File: config.mk
export PLATFORM = sky130hd
export DESIGN_NAME = mpm_phase_mgr
export DESIGN_NICKNAME = d
export VERILOG_FILES = /design/src/core/mpm_pkg.sv /design/src/core/mpm_stage_pwm.sv /design/src/core/mpm_smooth.sv /design/src/core/mpm_phase_mgr.sv
export VERILOG_INCLUDE_DIRS = /design/src /design/src/core
export SDC_FILE = /design/constraint.sdc
export NUM_CORES = 2
export LEC_CHECK = 0
export BUFFER_PORTS_ARGS = -buffer_cell sky130_fd_sc_hd__buf_4
export CAP_MARGIN = 0
export CELL_PAD_IN_SITES_DETAIL_PLACEMENT = 0
export CELL_PAD_IN_SITES_GLOBAL_PLACEMENT = 1
export CORE_ASPECT_RATIO = 0.75
export CORE_UTILIZATION = 45
export DETAILED_ROUTE_END_ITERATION = 6
export PLACE_DENSITY_LB_ADDON = 0.15
export SYNTH_ARGS = -nofsm -noshare
export SYNTH_HDL_FRONTEND = slang
export SYNTH_SLANG_ARGS = --single-unit
File: constraint.sdc
create_clock -name sys_clk -period 39.2 [get_ports sys_clk]
set_input_delay 1.96 -clock sys_clk [delete_from_list [all_inputs] [get_ports sys_clk]]
set_output_delay 1.96 -clock sys_clk [all_outputs]
set_load 0.05 [all_outputs]
File: src/core/mpm_defs.svh
`ifndef MPM_DEFS_SVH
`define MPM_DEFS_SVH
`define MPM_A_CFG 8'h00
`define MPM_A_SYNC 8'h04
`define MPM_A_PER0 8'h08
`define MPM_A_PER1 8'h0c
`define MPM_A_DUTY0 8'h10
`define MPM_A_DUTY1 8'h14
`define MPM_A_LLLO 8'h18
`define MPM_A_LLHI 8'h1c
`define MPM_A_OCLIM 8'h20
`define MPM_A_UCLIM 8'h24
`define MPM_A_CAL0 8'h28
`define MPM_A_STAT 8'h38
`define MPM_A_IOUT0 8'h3c
`define MPM_A_IOUT1 8'h40
`define MPM_A_ADJ 8'h44
`define MPM_CFG_N1 2:0
`define MPM_CFG_N2 5:3
`define MPM_CFG_SHED 6
`define MPM_CFG_LLCOEF 7
`define MPM_CFG_SHCNT 9:8
`define MPM_CFG_FSHUT 10
`define MPM_CFG_SRST 15
`define MPM_CFG_RST 16'h0001
`define MPM_SYNC_RST 16'hff00
`define MPM_PER_RST 16'h01f4
`define MPM_DUTY_RST 16'h0000
`define MPM_LIM_LO_RST 16'h0000
`define MPM_LIM_HI_RST 16'hffff
`define MPM_CAL_RST 32'h00001000
`define MPM_SYNC_SEL_MAX 8'h03
`define MPM_SPREAD_NUM 18'h00003
`define MPM_SPREAD_DEN 18'h0000d
`define MPM_BAL_STEP 8'h01
`define MPM_BANK_RAMP 2'h0
`define MPM_BANK_REG 2'h1
`define MPM_BANK_LIGHT 2'h2
`define MPM_GAIN_SH 12
`define MPM_FLT_SH 2
`define MPM_T_SAMPLE_US 200
`define MPM_CLK_MHZ 100
`endif

File: src/core/mpm_pkg.sv
package mpm_pkg;
  typedef enum logic [0:0] {
    MPM_IDLE = 1'b0,
    MPM_WAIT = 1'b1
  } mpm_adc_st_t;
endpackage

File: src/core/mpm_stage_pwm.sv
`timescale 1ns/1ps
module mpm_stage_pwm #(
  parameter int W = 16
) (
  input wire logic sys_clk,
  input wire logic arst_n,
  input wire logic clkEn,
  input wire logic [W-1:0] cnt,
  input wire logic [W-1:0] per,
  input wire logic [W-1:0] off,
  input wire logic [W-1:0] thr,
  input wire logic en,
  output logic pwm,
  output logic start
);
  logic [W-1:0] ramp;
  logic pwm_d, start_d;

  always_comb begin
    ramp = (cnt >= off) ? W'(cnt - off) : W'(cnt + per - off);
    pwm_d = en && (ramp < thr);
    start_d = en && (ramp == '0);
  end

  always_ff @(posedge sys_clk or negedge arst_n) begin
    if (!arst_n) begin
      pwm <= 1'b0;
      start <= 1'b0;
    end else if (clkEn) begin
      pwm <= pwm_d;
      start <= start_d;
    end
  end
endmodule

File: src/core/mpm_smooth.sv
`timescale 1ns/1ps
module mpm_smooth #(
  parameter int W = 16,
  parameter int SH = 2
) (
  input wire logic sys_clk,
  input wire logic arst_n,
  input wire logic clkEn,
  input wire logic load,
  input wire logic [W-1:0] sample,
  output logic [W-1:0] avg
);
  logic signed [W:0] diff, sum;
  logic [W-1:0] avg_d;

  // Gain of one quarter gives a time constant near 3.5 samples
  always_comb begin
    diff = $signed({1'b0, sample}) - $signed({1'b0, avg});
    sum = $signed({1'b0, avg}) + (diff >>> SH);
    avg_d = load ? sum[W-1:0] : avg;
  end

  always_ff @(posedge sys_clk or negedge arst_n) begin
    if (!arst_n) avg <= '0;
    else if (clkEn) avg <= avg_d;
  end
endmodule

File: src/core/mpm_phase_mgr.sv
`timescale 1ns/1ps
`include "mpm_defs.svh"
// Behaviour
// - One or two rails share up to four stages, each rail owns a count.
// - Splits 0:n and 1:3 are replaced by mirrored n:0 and 3:1.
// - Rail 2 starts three thirteenths of the faster period after rail 1.
// - Stage rising edges in a rail are spaced by period over stage count.
// - Sync word upper byte 0..3 picks the sync-out stage; else disabled.
// - Sync word lower byte is a rail mask of sync followers.
// - A rising sync input resets each following rail's period counter.
// - A late sync restart is not suppressed, even if it double pulses.
// - After an external sync edge with a following rail, rail spacing stays lost until soft reset.
// - With shedding on and current below low limit, stages are dropped.
// - Current above high limit re-adds all stages and normal bank.
// - All sense channels share one 12-bit converter in turn.
// - One active stage is sampled per 200 us tick, so each stage per N ticks for N active stages.
// - Each sample passes a first-order smoother of about 3.5 samples.
// - Rail current beyond over or under limit flags a fault and acts.
// - Each sample is scaled by its stage's own gain and offset.
// - Current readback is the sum of smoothed stage currents on a rail.
// - Multi-stage thresholds are base threshold plus stage adjustment.
// - Hottest stage adjustment moves to the coolest; never below zero.
// - Duty fraction times period forms the compare threshold.
// - Bank 0 in ramps, bank 2 at light load, bank 1 otherwise.
module mpm_phase_mgr
  import mpm_pkg::*;
#(
  parameter int SAMPLE_CYC = `MPM_T_SAMPLE_US * `MPM_CLK_MHZ
) (
  input wire logic sys_clk,
  input wire logic arst_n,
  input wire logic clkEn,
  input wire logic [7:0] paddr,
  input wire logic psel,
  input wire logic penable,
  input wire logic pwrite,
  input wire logic [31:0] pwdata,
  output logic [31:0] prdata,
  output logic pready,
  output logic pslverr,
  input wire logic syncIn,
  output logic syncOut,
  input wire logic [1:0] rampActive,
  output logic adcReq,
  output logic [1:0] adcChan,
  input wire logic adcValid,
  input wire logic [11:0] adcData,
  output logic [3:0] pwmOut,
  output logic [1:0][1:0] compBank
);
  localparam int TW = $clog2(SAMPLE_CYC + 1);

  logic [15:0] cfg_q, cfg_d, sync_q, sync_d;
  logic [15:0] llLo_q, llLo_d, llHi_q, llHi_d, oc_q, oc_d, uc_q, uc_d;
  logic [1:0][15:0] per_q, per_d, duty_q, duty_d, cnt_q, cnt_d;
  logic [3:0][31:0] cal_q, cal_d;
  logic [3:0][7:0] adj_q, adj_d;
  logic [3:0] flt_q, flt_d;
  logic [31:0] rdata_q, rdata_d;
  logic launch_q, launch_d, synced_q, synced_d;
  logic syncPrev_q, syncPrev_d, syncOut_q, syncOut_d;
  logic [1:0] shed_q, shed_d;
  logic [1:0][1:0] bank_q, bank_d;
  logic [TW-1:0] tmr_q, tmr_d;
  mpm_adc_st_t st_q, st_d;
  logic [1:0] chan_q, chan_d, nxt;
  logic adcReq_q, adcReq_d, convDone_q, convDone_d;

  logic [2:0] n1, n2, e1, e2;
  logic [1:0][2:0] nR, shc;
  logic [3:0] act, rl, shedOff, en, load, start;
  logic [3:0][1:0] idx;
  logic [1:0][15:0] step, thrB;
  logic [1:0][17:0] sumR;
  logic [1:0][31:0] dp;
  logic [3:0][15:0] off, thr, avg;
  logic [3:0][16:0] tsum;
  logic [15:0] pMin, spread, scaled;
  logic [17:0] spr, calS;
  logic [27:0] prod;
  logic [15:0] calV;
  logic [1:0] hiI, loI, cIdx;
  logic fnd, syncEdge, softRst, wEn, rdEn, bad, tick;

  // Effective stage split, invalid splits mirrored
  always_comb begin
    n1 = cfg_q[`MPM_CFG_N1];
    n2 = cfg_q[`MPM_CFG_N2];
    e1 = n1;
    e2 = n2;
    if (n1 == 3'h0) begin
      e1 = n2;
      e2 = 3'h0;
    end else if (n1 == 3'h1 && n2 == 3'h3) begin
      e1 = 3'h3;
      e2 = 3'h1;
    end
    nR[0] = e1;
    nR[1] = e2;
    // Fixed order 1A, 1B, 2A, 2B; rail 2 always starts at 2A
    act = 4'h0;
    rl = 4'h0;
    idx = '0;
    act[0] = e1 != 3'h0;
    act[1] = e1 >= 3'h2;
    idx[1] = 2'h1;
    if (e2 != 3'h0) begin
      act[2] = 1'b1;
      rl[2] = 1'b1;
    end else begin
      act[2] = e1 >= 3'h3;
      idx[2] = 2'h2;
    end
    if (e2 == 3'h2) begin
      act[3] = 1'b1;
      rl[3] = 1'b1;
      idx[3] = 2'h1;
    end else if (e2 == 3'h1) begin
      act[3] = e1 == 3'h3;
      idx[3] = 2'h2;
    end else begin
      act[3] = e1 == 3'h4;
      idx[3] = 2'h3;
    end
  end

  // Per-rail spacing, threshold, current sum
  always_comb begin
    for (int r = 0; r < 2; r++) begin
      unique case (nR[r])
        3'h2: step[r] = per_q[r] >> 1;
        3'h3: step[r] = per_q[r] / 16'h0003;
        3'h4: step[r] = per_q[r] >> 2;
        default: step[r] = 16'h0000;
      endcase
      dp[r] = duty_q[r] * per_q[r];
      thrB[r] = dp[r][31:16];
      shc[r] = (nR[r] == 3'h0) ? 3'h0 :
        ({1'b0, cfg_q[`MPM_CFG_SHCNT]} >= nR[r]) ? 3'(nR[r] - 3'h1) :
        {1'b0, cfg_q[`MPM_CFG_SHCNT]};
      sumR[r] = 18'h00000;
      for (int s = 0; s < 4; s++)
        if (act[s] && rl[s] == r[0]) sumR[r] = sumR[r] + 18'(avg[s]);
    end
    for (int s = 0; s < 4; s++) begin
      off[s] = 16'(step[rl[s]] * 16'(idx[s]));
      tsum[s] = 17'(thrB[rl[s]]);
      if (nR[rl[s]] > 3'h1) tsum[s] = tsum[s] + 17'(adj_q[s]);
      thr[s] = tsum[s][16] ? 16'hffff : tsum[s][15:0];
      shedOff[s] = shed_q[rl[s]] &&
        (3'(idx[s]) >= 3'(nR[rl[s]] - shc[rl[s]]));
      en[s] = act[s] && !shedOff[s] && !(cfg_q[`MPM_CFG_FSHUT] &&
        (flt_q[rl[s]] || flt_q[2 + 32'(rl[s])]));
    end
    pMin = (per_q[1] < per_q[0] && nR[1] != 3'h0) ? per_q[1] : per_q[0];
    spr = (18'(pMin) * `MPM_SPREAD_NUM) / `MPM_SPREAD_DEN;
    spread = spr[15:0];
  end

  // Calibration of the converter word
  always_comb begin
    prod = adcData * cal_q[chan_q][15:0];
    scaled = prod[27:12];
    calS = {2'h0, scaled} + {{2{cal_q[chan_q][31]}}, cal_q[chan_q][31:16]};
    if (calS[17]) calV = 16'h0000;
    else if (calS[16]) calV = 16'hffff;
    else calV = calS[15:0];
  end

  genvar gs;
  generate
    for (gs = 0; gs < 4; gs++) begin : g_stage
      mpm_stage_pwm #(.W(16)) u_pwm (
        .sys_clk(sys_clk),
        .arst_n(arst_n),
        .clkEn(clkEn),
        .cnt(cnt_q[rl[gs]]),
        .per(per_q[rl[gs]]),
        .off(off[gs]),
        .thr(thr[gs]),
        .en(en[gs]),
        .pwm(pwmOut[gs]),
        .start(start[gs])
      );
      mpm_smooth #(.W(16), .SH(`MPM_FLT_SH)) u_avg (
        .sys_clk(sys_clk),
        .arst_n(arst_n),
        .clkEn(clkEn),
        .load(load[gs]),
        .sample(calV),
        .avg(avg[gs])
      );
    end
  endgenerate

  assign pready = clkEn;
  assign pslverr = psel && penable && bad;
  assign prdata = rdata_q;
  assign syncOut = syncOut_q;
  assign adcReq = adcReq_q;
  assign adcChan = chan_q;
  assign compBank = bank_q;

  always_comb begin
    cfg_d = cfg_q;
    sync_d = sync_q;
    llLo_d = llLo_q;
    llHi_d = llHi_q;
    oc_d = oc_q;
    uc_d = uc_q;
    per_d = per_q;
    duty_d = duty_q;
    cal_d = cal_q;
    adj_d = adj_q;
    rdata_d = rdata_q;
    cIdx = 2'(paddr[5:2] - 4'ha);
    bad = paddr[1:0] != 2'h0 || paddr > `MPM_A_ADJ;
    wEn = psel && penable && pwrite && !bad;
    rdEn = psel && !penable && !pwrite;
    softRst = wEn && paddr == `MPM_A_CFG && pwdata[`MPM_CFG_SRST];
    if (wEn) begin
      unique case (paddr)
        `MPM_A_CFG: cfg_d = {1'b0, pwdata[14:0]};
        `MPM_A_SYNC: sync_d = pwdata[15:0];
        `MPM_A_PER0: per_d[0] = pwdata[15:0];
        `MPM_A_PER1: per_d[1] = pwdata[15:0];
        `MPM_A_DUTY0: duty_d[0] = pwdata[15:0];
        `MPM_A_DUTY1: duty_d[1] = pwdata[15:0];
        `MPM_A_LLLO: llLo_d = pwdata[15:0];
        `MPM_A_LLHI: llHi_d = pwdata[15:0];
        `MPM_A_OCLIM: oc_d = pwdata[15:0];
        `MPM_A_UCLIM: uc_d = pwdata[15:0];
        default: begin
          if (paddr >= `MPM_A_CAL0 && paddr < `MPM_A_STAT)
            cal_d[cIdx] = pwdata;
        end
      endcase
    end
    if (rdEn) begin
      rdata_d = 32'h00000000;
      unique case (paddr)
        `MPM_A_CFG: rdata_d[15:0] = cfg_q;
        `MPM_A_SYNC: rdata_d[15:0] = sync_q;
        `MPM_A_PER0: rdata_d[15:0] = per_q[0];
        `MPM_A_PER1: rdata_d[15:0] = per_q[1];
        `MPM_A_DUTY0: rdata_d[15:0] = duty_q[0];
        `MPM_A_DUTY1: rdata_d[15:0] = duty_q[1];
        `MPM_A_LLLO: rdata_d[15:0] = llLo_q;
        `MPM_A_LLHI: rdata_d[15:0] = llHi_q;
        `MPM_A_OCLIM: rdata_d[15:0] = oc_q;
        `MPM_A_UCLIM: rdata_d[15:0] = uc_q;
        `MPM_A_STAT: rdata_d[21:0] = {e2, e1, en, bank_q[1], bank_q[0],
          shed_q, synced_q, launch_q, flt_q};
        `MPM_A_IOUT0: rdata_d[17:0] = sumR[0];
        `MPM_A_IOUT1: rdata_d[17:0] = sumR[1];
        `MPM_A_ADJ: rdata_d = adj_q;
        default: begin
          if (paddr >= `MPM_A_CAL0 && paddr < `MPM_A_STAT)
            rdata_d = cal_q[cIdx];
        end
      endcase
    end
    // Current balancing; a saturated low side skips the move
    for (int r = 0; r < 2; r++) begin
      hiI = 2'h0;
      loI = 2'h0;
      fnd = 1'b0;
      for (int s = 0; s < 4; s++) begin
        if (act[s] && rl[s] == r[0] && !shedOff[s]) begin
          if (!fnd || avg[s] > avg[hiI]) hiI = 2'(s);
          if (!fnd || avg[s] < avg[loI]) loI = 2'(s);
          fnd = 1'b1;
        end
      end
      if (convDone_q && nR[r] > 3'h1 && hiI != loI &&
          adj_q[loI] <= 8'hff - `MPM_BAL_STEP) begin
        adj_d[loI] = adj_q[loI] + `MPM_BAL_STEP;
        if (adj_q[hiI] >= `MPM_BAL_STEP)
          adj_d[hiI] = adj_q[hiI] - `MPM_BAL_STEP;
      end
    end
    if (softRst) adj_d = '0;
  end

  // Period counters, sync, spacing
  always_comb begin
    syncPrev_d = syncIn;
    syncEdge = syncIn && !syncPrev_q;
    synced_d = synced_q || (syncEdge && |sync_q[1:0]);
    launch_d = launch_q || cnt_q[0] == spread || synced_q;
    for (int r = 0; r < 2; r++) begin
      cnt_d[r] = (17'(cnt_q[r]) + 17'h00001 >= 17'(per_q[r])) ?
        16'h0000 : 16'(cnt_q[r] + 16'h0001);
      if (r == 1 && !launch_d) cnt_d[r] = 16'h0000;
      // No check of pulse state: a late edge may double pulse
      if (syncEdge && sync_q[r]) cnt_d[r] = 16'h0000;
    end
    if (softRst) begin
      synced_d = 1'b0;
      launch_d = 1'b0;
      cnt_d = '0;
    end
    syncOut_d = sync_q[15:8] <= `MPM_SYNC_SEL_MAX &&
      start[sync_q[9:8]];
  end

  // Sampling, shedding, faults, banks
  always_comb begin
    tick = tmr_q == TW'(SAMPLE_CYC - 1);
    tmr_d = tick ? '0 : TW'(tmr_q + 1'b1);
    st_d = st_q;
    chan_d = chan_q;
    adcReq_d = 1'b0;
    load = 4'h0;
    nxt = chan_q;
    for (int k = 4; k > 0; k--)
      if (act[2'(chan_q + 2'(k))]) nxt = 2'(chan_q + 2'(k));
    unique case (st_q)
      MPM_IDLE: begin
        if (tick && |act) begin
          st_d = MPM_WAIT;
          chan_d = nxt;
          adcReq_d = 1'b1;
        end
      end
      MPM_WAIT: begin
        if (adcValid) begin
          st_d = MPM_IDLE;
          load[chan_q] = 1'b1;
        end
      end
    endcase
    convDone_d = |load;
    flt_d = flt_q;
    if (wEn && paddr == `MPM_A_STAT) flt_d = flt_q & ~pwdata[3:0];
    for (int r = 0; r < 2; r++) begin
      if (nR[r] != 3'h0 && sumR[r] > 18'(oc_q)) flt_d[r] = 1'b1;
      if (nR[r] != 3'h0 && sumR[r] < 18'(uc_q)) flt_d[r+2] = 1'b1;
      if (shed_q[r]) shed_d[r] = !(sumR[r] > 18'(llHi_q));
      else shed_d[r] = cfg_q[`MPM_CFG_SHED] && nR[r] > 3'h1 &&
        sumR[r] < 18'(llLo_q);
      if (rampActive[r]) bank_d[r] = `MPM_BANK_RAMP;
      else if (shed_q[r] && cfg_q[`MPM_CFG_LLCOEF])
        bank_d[r] = `MPM_BANK_LIGHT;
      else bank_d[r] = `MPM_BANK_REG;
    end
    if (softRst) shed_d = 2'h0;
  end

  always_ff @(posedge sys_clk or negedge arst_n) begin
    if (!arst_n) begin
      cfg_q <= `MPM_CFG_RST;
      sync_q <= `MPM_SYNC_RST;
      llLo_q <= `MPM_LIM_LO_RST;
      llHi_q <= `MPM_LIM_LO_RST;
      oc_q <= `MPM_LIM_HI_RST;
      uc_q <= `MPM_LIM_LO_RST;
      per_q <= {2{`MPM_PER_RST}};
      duty_q <= {2{`MPM_DUTY_RST}};
      cal_q <= {4{`MPM_CAL_RST}};
      adj_q <= '0;
      flt_q <= 4'h0;
      rdata_q <= 32'h00000000;
      cnt_q <= '0;
      launch_q <= 1'b0;
      synced_q <= 1'b0;
      syncPrev_q <= 1'b0;
      syncOut_q <= 1'b0;
      shed_q <= 2'h0;
      bank_q <= {2{`MPM_BANK_RAMP}};
      tmr_q <= '0;
      st_q <= MPM_IDLE;
      chan_q <= 2'h0;
      adcReq_q <= 1'b0;
      convDone_q <= 1'b0;
    end else if (clkEn) begin
      cfg_q <= cfg_d;
      sync_q <= sync_d;
      llLo_q <= llLo_d;
      llHi_q <= llHi_d;
      oc_q <= oc_d;
      uc_q <= uc_d;
      per_q <= per_d;
      duty_q <= duty_d;
      cal_q <= cal_d;
      adj_q <= adj_d;
      flt_q <= flt_d;
      rdata_q <= rdata_d;
      cnt_q <= cnt_d;
      launch_q <= launch_d;
      synced_q <= synced_d;
      syncPrev_q <= syncPrev_d;
      syncOut_q <= syncOut_d;
      shed_q <= shed_d;
      bank_q <= bank_d;
      tmr_q <= tmr_d;
      st_q <= st_d;
      chan_q <= chan_d;
      adcReq_q <= adcReq_d;
      convDone_q <= convDone_d;
    end
  end
endmodule

; ---- Word-level counts from Yosys, hierarchy flattened
; Index checks and enable logic that the tools add are counted.
[classes]
addsub = 46
multipliers = 6
n_div = 3
order_cmp = 74
n_eq_ne = 26
mux = 183
n_bitwise = 6
reduce_logical = 146
[ops]
columns = cell, count
row1 = $mux W16, 39
row2 = $mux W32, 10
row3 = $pmux W16 S14, 1
row4 = $bmux W16 S2, 5
row5 = $lt A16 B16 Y1, 9
row6 = $bmux W32 S2, 2
row7 = $bwmux W128, 1
row8 = $bwmux W32, 4
row9 = $pmux W16 S3, 2
row10 = $sub A16 B16 Y16, 6
row11 = $add A18 B16 Y18, 4
row12 = $gt A18 B16 Y1, 4
row13 = $lt A18 B16 Y1, 4
row14 = $mux W18, 4
row15 = $logic_and A1 B1 Y1, 71
row16 = $add A16 B8 Y17, 4
row17 = $mux W17, 4
row18 = $sub A16 B16 Y17, 4
row19 = $add A16 B15 Y16, 4
row20 = $bmux W8 S2, 4
row21 = $demux W32 S2, 1
row22 = $demux W8 S2, 4
row23 = $gt A16 B16 Y1, 4
row24 = $logic_not A16 Y1, 4
row25 = other kinds (77), 291
[word_totals]
ff_bits = 489
input_bits = 62
out_inout_bits = 46
elab_cells = 539

; ---- Logic depth before layout (Yosys ltp)
[depth]
word_depth = 42
depth_mapped = 69

; ---- Hierarchy
; From an unflattened synthesis, not the netlist that was laid out.
[unflattened]
hier_cells = 10170
hier_area_um2 = 84080.6
[modules_own_cells]
columns = module, instances, cells_per_inst, area_per_inst_um2
row1 = mpm_phase_mgr, 1, 7757, 65416.5
row2 = mpm_smooth, 4, 243, 2014.4
row3 = mpm_stage_pwm at g_stage[0].u_pwm ..., 3, 359, 2656.3
row4 = mpm_stage_pwm at g_stage[3].u_pwm, 1, 364, 2637.5

; ---- Worst setup path after synthesis
; No wires, ideal clock.
[synth_timing]
path_kind = in2reg
start = input adcData[4]
end = register g_stage[0].u_avg.avg[15]
setup_time_ps = 124
arrival_ps = 13237
setup_slack_ps = 25838
stages = 62
n_path_buf = 2
cell_sequence = clkbuf_1 -> nand2_1 -> fa_1 -> inv_1 -> ha_1 -> fa_1 -> inv_1 -> fa_1 -> fa_1 -> inv_1 -> ha_1 -> a21oi_1 -> nor2b_1 -> o21ai_0 -> nand2b_1 -> a21oi_1 -> nor2b_1 -> o21a_1 -> [26 not listed] -> o21bai_1 -> a21oi_1 -> o21bai_1 -> a21oi_1 -> o21bai_1 -> a21oi_1 -> o21bai_1 -> a21oi_1 -> xnor2_1 -> ha_1 -> inv_1 -> o21bai_1 -> a21oi_1 -> o21bai_1 -> a21oi_1 -> xor2_1 -> nor2_1 -> xnor2_1
[synth_between]
elab_chain_cells = 6
[synth_rtl]
columns = item, line
row1 = start: declaration, mpm_phase_mgr.sv:47  ; input wire logic [11:0] adcData,
row2 = $mul A12 B16 Y28 (*), mpm_phase_mgr.sv:162  ; prod = adcData * cal_q[chan_q][15:0];
row3 = $add A17 B16 Y18 (*), mpm_phase_mgr.sv:164  ; calS = {2'h0, scaled} + {{2{cal_q[chan_q][31]}}, cal_q[chan_q][31:16]};
row4 = $mux W16, mpm_phase_mgr.sv:166  ; else if (calS[16]) calV = 16'hffff;
row5 = $mux W16 (*), mpm_phase_mgr.sv:165  ; if (calS[17]) calV = 16'h0000;
row6 = $sub A16 B16 Y17 (*), mpm_smooth.sv:18  ; diff = $signed({1'b0, sample}) - $signed({1'b0, avg});
row7 = $add A16 B15 Y16 (*), mpm_smooth.sv:19  ; sum = $signed({1'b0, avg}) + (diff >>> SH);
row8 = end signal: assignment, mpm_smooth.sv:25  ; else if (clkEn) avg <= avg_d;
row9 = end: declaration, mpm_smooth.sv:11  ; output logic [W-1:0] avg
; Every way passes the cells marked *; elsewhere a longest branch is shown, timed or not.
; A chain may end at the register's enable or synchronous reset.

; ---- Worst setup path in the final report
[layout_timing]
start = register per_q[8] in the netlist's numbering
end = register cnt_q[30] in the netlist's numbering
[layout_between]
elab_chain_cells = 11
[layout_rtl]
columns = item, line
row1 = start: declaration, mpm_phase_mgr.sv:55  ; logic [1:0][15:0] per_q, per_d, duty_q, duty_d, cnt_q, cnt_d;
row2 = start signal: assignment, mpm_phase_mgr.sv:358  ; per_q <= {2{`MPM_PER_RST}};
row3 = start signal: assignment, mpm_phase_mgr.sv:383  ; per_q <= per_d;
row4 = $lt A16 B16 Y1, mpm_phase_mgr.sv:155  ; pMin = (per_q[1] < per_q[0] && nR[1] != 3'h0) ? per_q[1] : per_q[0];
row5 = $logic_and A1 B1 Y1, mpm_phase_mgr.sv:155
row6 = $mux W16 (*), mpm_phase_mgr.sv:155
row7 = $mul A16 B2 Y18 (no source line) (*), -
row8 = $div A18 B4 Y18 (no source line) (*), -
row9 = $eq A16 B16 Y1 (*), mpm_phase_mgr.sv:290  ; launch_d = launch_q || cnt_q[0] == spread || synced_q;
row10 = $logic_or A1 B1 Y1 (*) (2 in series), mpm_phase_mgr.sv:290
row11 = $mux W16 (*), mpm_phase_mgr.sv:294  ; if (r == 1 && !launch_d) cnt_d[r] = 16'h0000;
row12 = $mux W16 (*), mpm_phase_mgr.sv:296  ; if (syncEdge && sync_q[r]) cnt_d[r] = 16'h0000;
row13 = $mux W32 (*), mpm_phase_mgr.sv:298  ; if (softRst) begin
row14 = end signal: assignment, mpm_phase_mgr.sv:389  ; cnt_q <= cnt_d;
row15 = end: declaration, mpm_phase_mgr.sv:55
; Marked as above.

==> reports/qor_table.md <==
| Quantity | This run | Unit |
| --- | --- | --- |
| Max-cap check violation count | 0 | - |
| Routed Wire Length | 307700 | um |
| Register bit total from synthesis | 489 | - |
| Setup Skew | 50.03 | ps |
| Required time reported for the critical path endpoint | 39840 | ps |
| Async S/R FF share, synth | 1.000 | - |
| Cell area power density | 44.28 | nW/um^2 |
| Die Outline Area | 175100 | um^2 |
| Core area | 171100 | um^2 |
| Clock root buffer master | clkbuf_16 | - |
| Arrival time reported for the critical path endpoint | 15240 | ps |
| Critical Setup Path Class | flop to flop | - |
| Number of clock sinks | 489 | - |
| Startpoint types | flop | - |
| Number of hold-slack violations in the final timing report | 0 | - |
| Commonest non-fill, non-tap cells in the layout | 1107 x inv_1, 997 x nand2_1, 997 x ha_1 | - |
| Setup TNS Final | 0 | ps |
| Post-Synthesis Cells | 9242 | - |
| Port Buffer Count | 107 | - |
| Leakage | 42.01 | nW |
| Number of antenna violations at the first check in global routing | 22 | - |
| Wire length per cell after detailed routing | 26.84 | um |
| Insertion delay to the later sink of the worst-skew pair | 750 | ps |
| Final min period | 14600 | ps |
| Cell type of the slowest stage on the worst timing path | a211oi_2 | - |
| Number of hold-repair buffers added at the cts stage | 0 | - |
| Outcome | finished with violations | - |
| Starting DRT DRC Count | 8332 | - |
| Net switching share of the total power | 0.4965 | - |
| Remaining antenna violation count | 0 | - |
| Clock transition at the register clock pins on the worst setup and hold paths after CTS | 70 | ps |
| Fraction of layout instances using a drive strength above 1 | 0.1015 | - |
| Number of top-level design ports | 108 | - |
| Register share of total power | 0.151 | - |
| Initial cell density of the core | 0.4559 | - |
| Unrepaired setup endpoints after global routing | false | - |
| Post-route total power | 3.707 | mW |
| Post-layout instance count excluding filler cells | 11461 | - |
| Die Ht | 362.6 | um |
| Most frequent standard cell in the layout excluding fill and tap cells | inv_1 | - |
| Net count after synthesis | 10878 | - |
| Worst stage delay on the critical path | 810 | ps |
| Count of buffers added by post-CTS timing repair for setup | 0 | - |
| H-Tree Depth | 2 | - |
| Pin count of the biggest net entering global routing | 84 | - |
| Power Internal | 1.866 | mW |
| Final setup violating endpoints | 0 | - |
| Final net count | 10780 | - |
| Vias per inst | 6.065 | - |
| Number of global-route vias before repair | 66341 | - |
| DP HPWL | 240600 | um |
| Total GRT Usage | 0.3495 | - |
| Wire length of the first global-routing pass | 453400 | um |
| Synth Flop Type | dfrtp_1 | - |
| Pin slew with the least headroom to its limit | 1408 | ps |
| Area growth, synth to finish | 7.286 | % |
| Post-synth EDFFs | 0 | - |
| Final GP Congestion | 0.9987 | - |
| Largest fanout on the critical path | 30 | - |
| Number of different library cells in the post-synthesis netlist | 129 | - |
| Overall overflow remaining after global route | 0 | - |
| Drt drc | 4 | - |
| Sort of element at the end of the critical path | flop | - |
| Type of the tightest min-delay check | flop to flop | - |
| Worst slew margin | 0.05135 | - |
| Fmax | 68.47 | MHz |
| IR drop worst, VDD | 0.2730 | mV |
| Syn Area/Cell | 8.442 | um^2 |
| Comb pwr share | 0.674 | - |
| Period Utilization, post-route | 0.3726 | - |
| Post-CTS sizing | 0 | - |
| Violated checks | design-rule violations | - |
| Number of core rows | 131 | - |
| Fraction of the core area covered by cells at the end of the flow | 0.4892 | - |
| Number of buffers added by the clock tree synthesis step | 59 | - |
| Number of pins with negative max-slew slack in the final report | 0 | - |
| Post-synthesis instance area | 78020 | um^2 |
| Switching power of the nets | 1.841 | mW |
| Placed cell count | 11344 | - |
| Via count of the routed design | 69516 | - |
| Max Buffers Root-to-Sink | 3 | - |
| Clock share of power | 0.175 | - |
| Post-synthesis sequential area ratio | 0.1575 | - |
| Total of warnings raised by yosys | 0 | - |
| Drt pass-1 iters | 7 | - |
| Clock tree from TritonCTS | yes | - |
| Horizontal extent of the die | 482.8 | um |
-- sequential cells by signal (all words and copies together) (netlist names), 15 cells and up --
| name | flops |
|---|---|
| adj_q | 32 |
| cal_q | 128 |
| cfg_q | 15 |
| cnt_q | 32 |
| duty_q | 32 |
| g_stage.u_avg.avg | 64 |
| llHi_q | 16 |
| llLo_q | 16 |
| oc_q | 16 |
| per_q | 32 |
| prdata | 32 |
| sync_q | 16 |
| tmr_q | 15 |
| uc_q | 16 |
-- final cells by class --
| class | instances | area (um^2) |
|---|---|---|
| tap | 2261 | 2829 |
| inverter | 1119 | 4200 |
| timing repair buffer | 309 | 2330 |
| sequential | 489 | 12290 |
| fill | 16537 | 87420 |
| multi-input combinational | 7166 | 59820 |
| clock inverter | 36 | 563.0 |
| antenna | 6 | 15.01 |
| clock buffer | 75 | 1657 |
-- worst paths after layout --
path / slack (ps) / startpoint / end / cells past startpoint
setup / recovery: 24600 / per_q[8] / cnt_q[30] / 46
hold / removal: 480 / tmr_q[4] / tmr_q[4] / 1
setup reg to reg: 24600 / per_q[8] / cnt_q[30] / 46
hold reg to reg: 480 / tmr_q[4] / tmr_q[4] / 1
max in group asynchronous: 35710 / arst_n / g_stage[1].u_avg.avg[6] / 3
min in group asynchronous: 1180 / arst_n / cal_q[16] / 1
-- synthesized netlist by cell type, types with 72 or more instances --
master	instances	share of area
a21oi_1	621	0.040
nor3_1	101	0.0065
inv_1	1108	0.053
nand2_1	999	0.048
nor2b_1	96	0.0077
xnor2_1	347	0.039
fa_1	576	0.15
clkbuf_1	396	0.019
nand2b_1	117	0.0094
dfrtp_1	448	0.14
mux2i_1	88	0.011
nand3_1	98	0.0063
o21bai_1	173	0.017
nand4_1	96	0.0077
and2_1	275	0.022
a221oi_1	72	0.0081
mux2_2	275	0.040
o21ai_0	548	0.035
a21o_1	188	0.018
nor2_1	527	0.025
xor2_1	139	0.016
ha_1	998	0.16
-- layer usage --
metal / global-route usage / wire (um) / up-vias / part of all wire
li1: - / - / 31413 / -
met1: 0.5472 / 147400 / 34601 / 0.48
met2: 0.4689 / 118600 / 3121 / 0.39
met3: 0.08960 / 34340 / 369 / 0.11
met4: 0.07700 / 7312 / 12 / 0.024
met5: 0 / 72 / - / 0.00023
-- metrics by stage --
stage / worst slack [ps] / hold WS, ps / instance area [um^2]
final: 24600 / 478.3 / 83700
after global routing: 23420 / 501.7 / 83690
after CTS: 24790 / 474.4 / 83690
after detailed placement: 24310 / 461.9 / 81470
after global placement: 24400 / 453.3 / 81460
after floorplan: 25840 / 438.5 / 78020
-- power by group through the flow --
stage / logic (mW) / clock network, mW / registers, mW
CTS: 2.46 / 0.654 / 0.559
global placement: 2.38 / 0 / 0.567
floorplan: 1.95 / 0 / 0.570
finish: 2.50 / 0.647 / 0.560
global route: 2.73 / 0.673 / 0.561
detailed placement: 2.44 / 0 / 0.568
-- worst max-delay path, delay by kind of cell, from the launching register on --
family	cells	cell delay [ps]
adders and majority gates	4	1280
xor gates and xnor gates	1	330
buffers and inverters	3	1070
and+or+nand+nor	10	2070
muxes	4	1790
DFF	1	510
AOI/OAI and AO/OA	24	7450
-- kinds of logic after synthesis --
logic type / share of synthesized area
XOR/XNOR: 0.05486
adder cells (fa/ha/maj): 0.3085
flip-flops: 0.1575
AO/OA/AOI/OAI: 0.1804
buffers and inverters: 0.07807
AND/OR/NAND/NOR: 0.1504
multiplexers: 0.07032
No activity file was read; power rests on OpenSTA's default activity.
